### config.mk
export PLATFORM = sky130hd
export DESIGN_NAME = tcc_timer_control
export DESIGN_NICKNAME = d
export VERILOG_FILES = /design/src/common/tcc_pkg.sv /design/src/design/tcc_timer_control.sv
export SDC_FILE = /design/constraint.sdc
export NUM_CORES = 1
export LEC_CHECK = 0
export ABC_AREA = 0
export BUFFER_PORTS_ARGS = -buffer_cell sky130_fd_sc_hd__buf_2
export CAP_MARGIN = 20
export CELL_PAD_IN_SITES_DETAIL_PLACEMENT = 1
export CELL_PAD_IN_SITES_GLOBAL_PLACEMENT = 1
export CORE_MARGIN = 1.5
export CORE_UTILIZATION = 40
export DETAILED_ROUTE_END_ITERATION = 10
export PLACE_DENSITY_LB_ADDON = 0.15
export SYNTH_ARGS = -nofsm -noshare
export SYNTH_HDL_FRONTEND = slang
export SYNTH_SLANG_ARGS = --single-unit
### constraint.sdc
create_clock -name clk_sys -period 5.36 [get_ports clk_sys]
set_clock_uncertainty 0.2 [all_clocks]
set_input_delay 0.804 -clock clk_sys [delete_from_list [all_inputs] [get_ports clk_sys]]
set_output_delay 0.804 -clock clk_sys [all_outputs]
set_load 0.02 [all_outputs]
### src/common/tcc_pkg.sv
/*
  Package for the timer counter control block: register offsets, field positions,
  reset values, count-source codes and the bus/data carrier structs.
  Assumes a 32-bit Avalon-MM word bus with byte addresses.
*/
package tcc_pkg;

  // register byte offsets
  localparam logic [3:0] ADDR_COUNTER_CONTROL = 4'h0;
  localparam logic [3:0] ADDR_COUNTER_START   = 4'h4;
  localparam logic [3:0] ADDR_TIMER_COUNT     = 4'h8;
  localparam logic [3:0] ADDR_COMPARE_A       = 4'hc;

  // counter_control field positions
  localparam int BIT_CLEAR_ON_MATCH_A = 7;
  localparam int BIT_SOURCE_HI        = 6;
  localparam int BIT_SOURCE_LO        = 4;
  localparam int BIT_INITIAL_LEVEL_D  = 3;
  localparam int BIT_INITIAL_LEVEL_C  = 2;
  localparam int BIT_INITIAL_LEVEL_B  = 1;

  // reset values
  localparam logic [7:0]  RESET_COUNTER_CONTROL = 8'h00;
  localparam logic [15:0] RESET_TIMER_COUNT     = 16'h0000;
  localparam logic [15:0] RESET_COMPARE_A       = 16'hffff;
  localparam logic [2:0]  RESET_PRESCALE        = 3'h0;

  // synchroniser depth for pin inputs
  localparam int SYNC_STAGES = 2;

  // count source codes
  typedef enum logic [2:0] {
    TCC_SRC_DIV1 = 3'b000,
    TCC_SRC_DIV2 = 3'b001,
    TCC_SRC_DIV4 = 3'b010,
    TCC_SRC_DIV8 = 3'b011
  } tcc_source_type;

  // decoded control register
  typedef struct packed {
    logic       clear_on_match_a;
    logic [2:0] count_source_sel;
    logic       initial_level_d;
    logic       initial_level_c;
    logic       initial_level_b;
    logic       unused_bit0;
  } tcc_control_type;

  // compare-match event group from the rest of the timer
  typedef struct packed {
    logic match_a;
    logic match_b;
    logic match_c;
    logic match_d;
  } tcc_match_type;

  // output-compare pin group
  typedef struct packed {
    logic pin_b;
    logic pin_c;
    logic pin_d;
  } tcc_pins_type;

endpackage : tcc_pkg

### src/design/tcc_timer_control.sv
/*
  Timer counter control: count-source selection (prescaler or external event edge),
  clear on compare match A, counter start, and initial levels of compare pins B/C/D,
  with the 16-bit counter itself and an Avalon-MM register slave.
  Assumes a single 25 MHz clock, match events from the compare logic on the same clock,
  and the external event and subclock inputs arriving asynchronously.
*/
// Design decisions made here: the register offsets and the Avalon-MM interface to the registers.
`timescale 1ns/1ps

module tcc_timer_control (
  input  wire logic                   clk_sys,
  input  wire logic                   rst_n,
  // avalon-mm slave
  input  wire logic [3:0]             avs_address,
  input  wire logic                   avs_read,
  input  wire logic                   avs_write,
  input  wire logic [31:0]            avs_writedata,
  input  wire logic [3:0]             avs_byteenable,
  output logic      [31:0]            avs_readdata,
  output logic                        avs_waitrequest,
  // timer side
  input  wire logic                   external_event_in,
  input  wire logic                   subclock_in,
  input  wire logic                   low_speed_mode,
  input  wire tcc_pkg::tcc_match_type match_in,
  output tcc_pkg::tcc_pins_type       pins_out,
  output logic [15:0]                 timer_count,
  output logic                        match_a_out
);

  // state kept by this block
  // control and start are software owned, the counter is shared
  // between software writes, clear on match a and the count enable;
  // everything below sits in the clk_sys domain after the synchronisers
  // register state
  tcc_pkg::tcc_control_type counter_control;
  logic                     counter_start;
  logic [15:0]              compare_a;
  logic                     answered;
  logic [2:0]               prescale;
  logic [tcc_pkg::SYNC_STAGES-1:0] event_sync;
  logic                     event_last;
  logic [tcc_pkg::SYNC_STAGES-1:0] sub_sync;
  logic                     sub_last;
  logic                     mode_sync_0;
  logic                     mode_sync_1;
  logic                     seen_b;
  logic                     seen_c;
  logic                     seen_d;
  logic                     next_count_en;
  logic                     match_a_int;
  logic                     wr_ctl;
  logic                     wr_start;
  logic                     wr_count;
  logic                     wr_cmp;
  logic [31:0]              next_readdata;

  // one compare per register, shared by read mux and write strobes
  // so that a read and a write of one offset can never disagree
  // address decode helper, used for both reads and writes
  function automatic logic hit(input logic [3:0] addr, input logic [3:0] target);
    hit = (addr == target);
  endfunction : hit

  // every request costs exactly two cycles:
  // first cycle waitrequest high, read data captured,
  // second cycle waitrequest low, write takes effect;
  // answered drops again so back to back requests see a fresh wait
  // bus handshake: one wait cycle, then answer
  always_ff @(posedge clk_sys or negedge rst_n) begin
    if (!rst_n) begin
      answered <= 1'b0;
    end else begin
      answered <= (avs_read || avs_write) && !answered;
    end
  end
  assign avs_waitrequest = (avs_read || avs_write) && !answered;

  // write strobes only in the answered cycle
  // control and start live in byte lane 0 and need it enabled;
  // the counter is written whole, lanes ignored, so a partial
  // write can never leave a torn count behind

  assign wr_ctl   = avs_write && answered && hit(avs_address, tcc_pkg::ADDR_COUNTER_CONTROL) && avs_byteenable[0];
  assign wr_start = avs_write && answered && hit(avs_address, tcc_pkg::ADDR_COUNTER_START) && avs_byteenable[0];
  assign wr_count = avs_write && answered && hit(avs_address, tcc_pkg::ADDR_TIMER_COUNT);
  assign wr_cmp   = avs_write && answered && hit(avs_address, tcc_pkg::ADDR_COMPARE_A);

  // a control write takes effect on the next count decision:
  // a new source code is used from the following cycle on,
  // so one count may be lost or gained at the switch
  // control register, bit 0 kept as stored but has no effect
  always_ff @(posedge clk_sys or negedge rst_n) begin
    if (!rst_n) begin
      counter_control <= tcc_pkg::RESET_COUNTER_CONTROL;
    end else if (wr_ctl) begin
      counter_control <= avs_writedata[7:0];
    end
  end

  // counting gate for the whole timer
  // clearing it freezes the counter but not the prescaler,
  // so the first divided count after a restart may come early
  // counter start bit
  always_ff @(posedge clk_sys or negedge rst_n) begin
    if (!rst_n) begin
      counter_start <= 1'b0;
    end else if (wr_start) begin
      counter_start <= avs_writedata[0];
    end
  end

  // resets to all ones so that a counter started before software
  // sets a compare value runs a full turn before its first match
  // compare value for match a, byte lanes honoured
  always_ff @(posedge clk_sys or negedge rst_n) begin
    if (!rst_n) begin
      compare_a <= tcc_pkg::RESET_COMPARE_A;
    end else if (wr_cmp) begin
      if (avs_byteenable[0]) begin
        compare_a[7:0] <= avs_writedata[7:0];
      end
      if (avs_byteenable[1]) begin
        compare_a[15:8] <= avs_writedata[15:8];
      end
    end
  end

  // unused upper bits of every register read as zero
  // the counter value is the one before the answering edge,
  // a count landing in the wait cycle is not seen by this read
  // read mux, unmapped reads give zero
  always_comb begin
    next_readdata = 32'h0000_0000;
    if (hit(avs_address, tcc_pkg::ADDR_COUNTER_CONTROL)) begin
      next_readdata[7:0] = counter_control;
    end else if (hit(avs_address, tcc_pkg::ADDR_COUNTER_START)) begin
      next_readdata[0] = counter_start;
    end else if (hit(avs_address, tcc_pkg::ADDR_TIMER_COUNT)) begin
      next_readdata[15:0] = timer_count;
    end else if (hit(avs_address, tcc_pkg::ADDR_COMPARE_A)) begin
      next_readdata[15:0] = compare_a;
    end
  end

  // registered so the data output never glitches with the address;
  // the value then stands until the next read request
  // read data registered during the wait cycle
  always_ff @(posedge clk_sys or negedge rst_n) begin
    if (!rst_n) begin
      avs_readdata <= 32'h0000_0000;
    end else if (avs_read && !answered) begin
      avs_readdata <= next_readdata;
    end
  end

  // one shared divider for the /2, /4 and /8 sources
  // it never stops or clears, so divided counts keep a fixed phase
  // against reset and are exact over any run of 8 cycles
  // free-running prescaler
  always_ff @(posedge clk_sys or negedge rst_n) begin
    if (!rst_n) begin
      prescale <= tcc_pkg::RESET_PRESCALE;
    end else begin
      prescale <= prescale + 3'h1;
    end
  end

  // the event pin is asynchronous: two flops before any logic,
  // then one more flop for the edge compare;
  // a rising edge becomes a count three cycles after the pin
  // and pulses shorter than one clock period may be lost
  // external event synchroniser and edge memory
  always_ff @(posedge clk_sys or negedge rst_n) begin
    if (!rst_n) begin
      event_sync <= '0;
      event_last <= 1'b0;
    end else begin
      event_sync <= {event_sync[0], external_event_in};
      event_last <= event_sync[1];
    end
  end

  // subclock is sampled like the event pin; it must run well
  // below half the system clock for every edge to be counted
  // subclock synchroniser and edge memory
  always_ff @(posedge clk_sys or negedge rst_n) begin
    if (!rst_n) begin
      sub_sync <= '0;
      sub_last <= 1'b0;
    end else begin
      sub_sync <= {sub_sync[0], subclock_in};
      sub_last <= sub_sync[1];
    end
  end

  // low-speed state is a level; only the second flop is read
  always_ff @(posedge clk_sys or negedge rst_n) begin
    if (!rst_n) begin
      mode_sync_0 <= 1'b0;
      mode_sync_1 <= 1'b0;
    end else begin
      mode_sync_0 <= low_speed_mode;
      mode_sync_1 <= mode_sync_0;
    end
  end

  // one enable pulse per count, whatever the source:
  // top bit set picks the event edge and ignores the low bits,
  // otherwise the divider taps, or the subclock edge when the
  // undivided clock is chosen while in the low-speed state
  // count enable selection
  always_comb begin
    next_count_en = 1'b0;
    if (counter_control.count_source_sel[2]) begin
      next_count_en = event_sync[1] && !event_last;
    end else begin
      case (tcc_pkg::tcc_source_type'(counter_control.count_source_sel))
        tcc_pkg::TCC_SRC_DIV1: next_count_en = mode_sync_1 ? (sub_sync[1] && !sub_last) : 1'b1;
        tcc_pkg::TCC_SRC_DIV2: next_count_en = (prescale[0] == 1'b1);
        tcc_pkg::TCC_SRC_DIV4: next_count_en = (prescale[1:0] == 2'h3);
        tcc_pkg::TCC_SRC_DIV8: next_count_en = (prescale == 3'h7);
        default:               next_count_en = 1'b0;
      endcase
    end
  end

  // the local compare only matters while the counter runs,
  // so a stopped counter resting on the compare value is quiet
  // compare match a from the local compare or the outside compare logic
  assign match_a_int = match_in.match_a || (counter_start && timer_count == compare_a);
  assign match_a_out = match_a_int;

  // priority: software write, then clear on match a, then count;
  // clearing on match gives a period of compare value plus one only on the undivided system clock; the clear does not wait for a count enable
  // timer counter
  always_ff @(posedge clk_sys or negedge rst_n) begin
    if (!rst_n) begin
      timer_count <= tcc_pkg::RESET_TIMER_COUNT;
    end else if (wr_count) begin
      timer_count <= avs_writedata[15:0];
    end else if (counter_control.clear_on_match_a && match_a_int) begin
      timer_count <= 16'h0000;
    end else if (counter_start && next_count_en) begin
      timer_count <= timer_count + 16'h0001;
    end
  end

  // first-match memory per pin; a control write restarts the initial level
  // a match in the same cycle as the control write wins, so the pin
  // is not sent back to its initial level by that write after it has toggled
  // first-match memory, pin b
  always_ff @(posedge clk_sys or negedge rst_n) begin
    if (!rst_n) begin
      seen_b <= 1'b0;
    end else begin
      seen_b <= match_in.match_b || (seen_b && !wr_ctl);
    end
  end

  // first-match memory, pin c
  always_ff @(posedge clk_sys or negedge rst_n) begin
    if (!rst_n) begin
      seen_c <= 1'b0;
    end else begin
      seen_c <= match_in.match_c || (seen_c && !wr_ctl);
    end
  end

  // first-match memory, pin d
  always_ff @(posedge clk_sys or negedge rst_n) begin
    if (!rst_n) begin
      seen_d <= 1'b0;
    end else begin
      seen_d <= match_in.match_d || (seen_d && !wr_ctl);
    end
  end

  // pins follow the control bits one cycle after a control write;
  // after the first match the level belongs to the compare logic
  // and only toggles, a later control write re-arms the level
  // output pins: initial level until first match, then toggle per match
  always_ff @(posedge clk_sys or negedge rst_n) begin
    if (!rst_n) begin
      pins_out <= '0;
    end else begin
      if (!seen_b && !match_in.match_b) begin
        pins_out.pin_b <= counter_control.initial_level_b;
      end else if (match_in.match_b) begin
        pins_out.pin_b <= ~pins_out.pin_b;
      end
      if (!seen_c && !match_in.match_c) begin
        pins_out.pin_c <= counter_control.initial_level_c;
      end else if (match_in.match_c) begin
        pins_out.pin_c <= ~pins_out.pin_c;
      end
      if (!seen_d && !match_in.match_d) begin
        pins_out.pin_d <= counter_control.initial_level_d;
      end else if (match_in.match_d) begin
        pins_out.pin_d <= ~pins_out.pin_d;
      end
    end
  end

endmodule : tcc_timer_control

==> impl_metrics.env <==
export IMPL_fin_crit_ns=3.41
export IMPL_diodes=0
export IMPL_crit_buf_inv=1
export IMPL_crit_path_cell_trace="buf_2 > nor4b_4 > and3_1 > a21oi_2 > a21bo_4 > nor2_1 > a221oi_2"
export IMPL_r2r_slack_ns=2.80
export IMPL_synth_compound_area_frac=0.172
export IMPL_critPathMaxFanout=23
export IMPL_cts_inserted_buffers=9
export IMPL_vdd_drop_max_mv=0.152
export IMPL_slowest_stage="and3_1"
export IMPL_synth_mux_area_frac=0.0743
export IMPL_synth_fa_ha_area_frac=0.00949
export IMPL_p_leak_nw=2.11
export IMPL_drive_gt1_frac=0.256
export IMPL_max_stage_delay_ns=0.89
export IMPL_port_buffers=69
export IMPL_fin_crit_sh=0.636
export IMPL_clk_latency_ns=0.35
export IMPL_ant_nets=0
export IMPL_power_density_nw_per_um2=332
export IMPL_path_clk_slew_ns=0.09
export IMPL_placed_cell_area_um2=4290
export IMPL_grt_max_degree=76
export IMPL_via_count=3069
export IMPL_clock_fmax_mhz=293
export IMPL_gr_usage_all_layers=0.206
export IMPL_postCtsHoldBufs=0
export IMPL_ctsRootBufferMaster="clkbuf_8"
export IMPL_ys_seq_elements=75
export IMPL_fillers=1114
export IMPL_slew_viol_final=0
export IMPL_required_ns=5.42
export IMPL_hold_viol=0
export IMPL_synth_xor_xnor_area_share=0.0354
export IMPL_finalWeightedCongestion=0.772
export IMPL_arrival_ns=3.47
export IMPL_die_y_um=102
export IMPL_core_area_um2=9680
export IMPL_slew_headroom=0.351
export IMPL_initial_core_util=0.408
export IMPL_postLayoutCellArea_um2=4530
export IMPL_synth_simple_area_share=0.158
export IMPL_timing_max_cap_violations=0
export IMPL_synthTopCellsByArea="dfrtp_1 37%, dfstp_2 11%, nand2_1 6.3%"
export IMPL_r2r_start="prescale[0]$_DFF_PN0_"
export IMPL_grt_pass1_vias=3064
export IMPL_synth_flop_cell="dfrtp_1"
export IMPL_place_worst_setup_slack_ns=1.58
export IMPL_die_area_um2=10500
export IMPL_path_delay_family="simple AND/OR/NAND/NOR gates"
export IMPL_synth_warnings=0
export IMPL_cts_sinks=75
export IMPL_worstReg2RegEnd="timer_count[6]$_DFFE_PN0P_"
export IMPL_synth_top_area_frac=0.373
export IMPL_synth_top_family_by_area="compound AO/OA/AOI/OAI gates"
export IMPL_avgSynthCellArea_um2=10.4
export IMPL_die_w_um=102
export IMPL_synthArstFlopShare=1.00
export IMPL_yosysTopAreaCell="dfrtp_1"
export IMPL_worst_slew_pin_slew_ns=0.974
export IMPL_overflow=0
export IMPL_drc=0
export IMPL_cts_setup_buffers=0
export IMPL_antenna_found_initial=0
export IMPL_whs_ns=0.154
export IMPL_ys_top_cells_by_count="66 x nand2_1, 59 x dfrtp_1, 17 x buf_4, 17 x mux2_1, 16 x dfstp_2"
export IMPL_nets=491
export IMPL_cp_depth=7
export IMPL_synthToLayoutAreaGrowth_pct=14.6
export IMPL_place_hpwl_um=7410
export IMPL_start_kind="input pin"
export IMPL_avgRoutedWirePerCell_um=17.9
export IMPL_syn_area_um2=3960
export IMPL_hold_start="mode_sync_0$_DFF_PN0_"
export IMPL_outcome="completed"
export IMPL_synth_edff_count=0
export IMPL_worstSetupEndpointType="flop"
export IMPL_htree_num_levels=3
export IMPL_seq_area_frac_synth=0.480
export IMPL_hp_class="flop to flop"
export IMPL_dr_pass1_iters=4
export IMPL_vias_per_cell=5.34
export IMPL_cts_buffer_depth=2
export IMPL_cts_tree="done"
export IMPL_rsz0062_at_grt="false"
export IMPL_dp_cells=559
export IMPL_wl_um=10300
export IMPL_yosysUniqueCellTypes=51
export IMPL_final_util=0.468
export IMPL_power_mw=1.51
export IMPL_rows=36
export IMPL_setup_violations=0
export IMPL_setup_ws_ns=1.95
export IMPL_boundaryPins=104
export IMPL_stdcell_count=575
export IMPL_hold_path_end="mode_sync_1$_DFF_PN0_"
export IMPL_post_cts_resized=0
export IMPL_r2r_cells=7
export IMPL_synth_most_common_cell="nand2_1"
export IMPL_grt_pass1_wl_um=16200
export IMPL_holdPathStages=0
export IMPL_dr_first_iter_drc_count=95
export IMPL_synthCells=380
export IMPL_path_class="input pin to flop"
export IMPL_setup_tns_ns=0
-- routing by layer --
layer  part of all wire  track usage  vias up  routed length (um)
li1                   -            -     1445                   -
met1               0.49        0.295     1547                5060
met2               0.46        0.322       67                4760
met3              0.031       0.0321       10                 324
met4              0.015       0.0632        0                 155
met5                  0            0        -                   0
-- worst max path at each step --
stage	startpoint	end
6_report	avs_address[3]	timer_count[8]$_DFFE_PN0P_
5_1_grt	avs_address[3]	timer_count[8]$_DFFE_PN0P_
4_1_cts	avs_address[3]	timer_count[8]$_DFFE_PN0P_
3_5_place_dp	avs_address[3]	timer_count[8]$_DFFE_PN0P_
3_3_place_gp	avs_address[3]	timer_count[8]$_DFFE_PN0P_
2_1_floorplan	avs_address[1]	timer_count[7]$_DFFE_PN0P_
-- sequential cells by signal, summed over array words and instances, names as in the netlist, 2 cells and up --
register         flops
event_sync           2
timer_count         16
prescale             3
avs_readdata        16
sub_sync             2
counter_control      8
compare_a           16
pins_out             3
-- power by group --
| group | switching (mW) | leakage, nW | internal, mW |
|---|---|---|---|
| registers | 0.0671 | 0.931 | 0.628 |
| clock network | 0.230 | 0.123 | 0.323 |
| logic | 0.155 | 1.06 | 0.105 |
| total | 0.452 | 2.11 | 1.06 |
-- cells in the final DEF (no fill, tap or decap), types with 4 or more instances in the layout --
| cell type | Yosys | routed |
|---|---|---|
| buf_2 | 8 | 68 |
| nand2_1 | 66 | 66 |
| dfrtp_1 | 59 | 59 |
| mux2_1 | 17 | 17 |
| conb_1 | 1 | 16 |
| dfstp_2 | 16 | 16 |
| xnor2_1 | 12 | 12 |
| nor2_1 | 10 | 10 |
| o21ai_1 | 10 | 10 |
| clkbuf_8 | 0 | 10 |
| o21ai_0 | 9 | 9 |
| inv_1 | 8 | 8 |
| mux2i_1 | 8 | 8 |
| a22oi_1 | 8 | 8 |
| a22o_1 | 8 | 8 |
| o21a_1 | 8 | 8 |
| and3_1 | 7 | 7 |
| nor2b_1 | 7 | 7 |
| a211oi_1 | 7 | 7 |
| nand3_1 | 5 | 5 |
| nand4_1 | 5 | 5 |
| and4_1 | 5 | 5 |
| a221oi_1 | 5 | 5 |
| and2_1 | 5 | 5 |
| a31oi_1 | 5 | 5 |
| xor2_1 | 4 | 4 |
| nand2b_1 | 4 | 4 |
| a21o_1 | 4 | 4 |
| o211a_1 | 4 | 4 |
| a21oi_1 | 4 | 4 |
| o31ai_1 | 4 | 4 |
-- area by class of cell --
type / count / area (um2) / share of cell area
Tap cell: 133 / 166 / 0.0367
Multi-Input combinational cell: 274 / 1840 / 0.407
Sequential cell: 75 / 1900 / 0.418
Clock buffer: 10 / 138 / 0.0304
Timing Repair Buffer: 69 / 348 / 0.0767
Clock inverter: 6 / 111 / 0.0246
Inverter: 8 / 30.0 / 0.00662
-- cells by family (layout without fill, tap and decap cells) --
family / after synthesis / count (layout)
buf+inv: 46 / 93
mux: 26 / 26
other cells: 1 / 16
xor+xnor: 16 / 16
flops: 75 / 75
simple gates: 125 / 125
fa+ha+maj: 3 / 3
compound gates: 88 / 88
(Power assumes the default switching activity.)
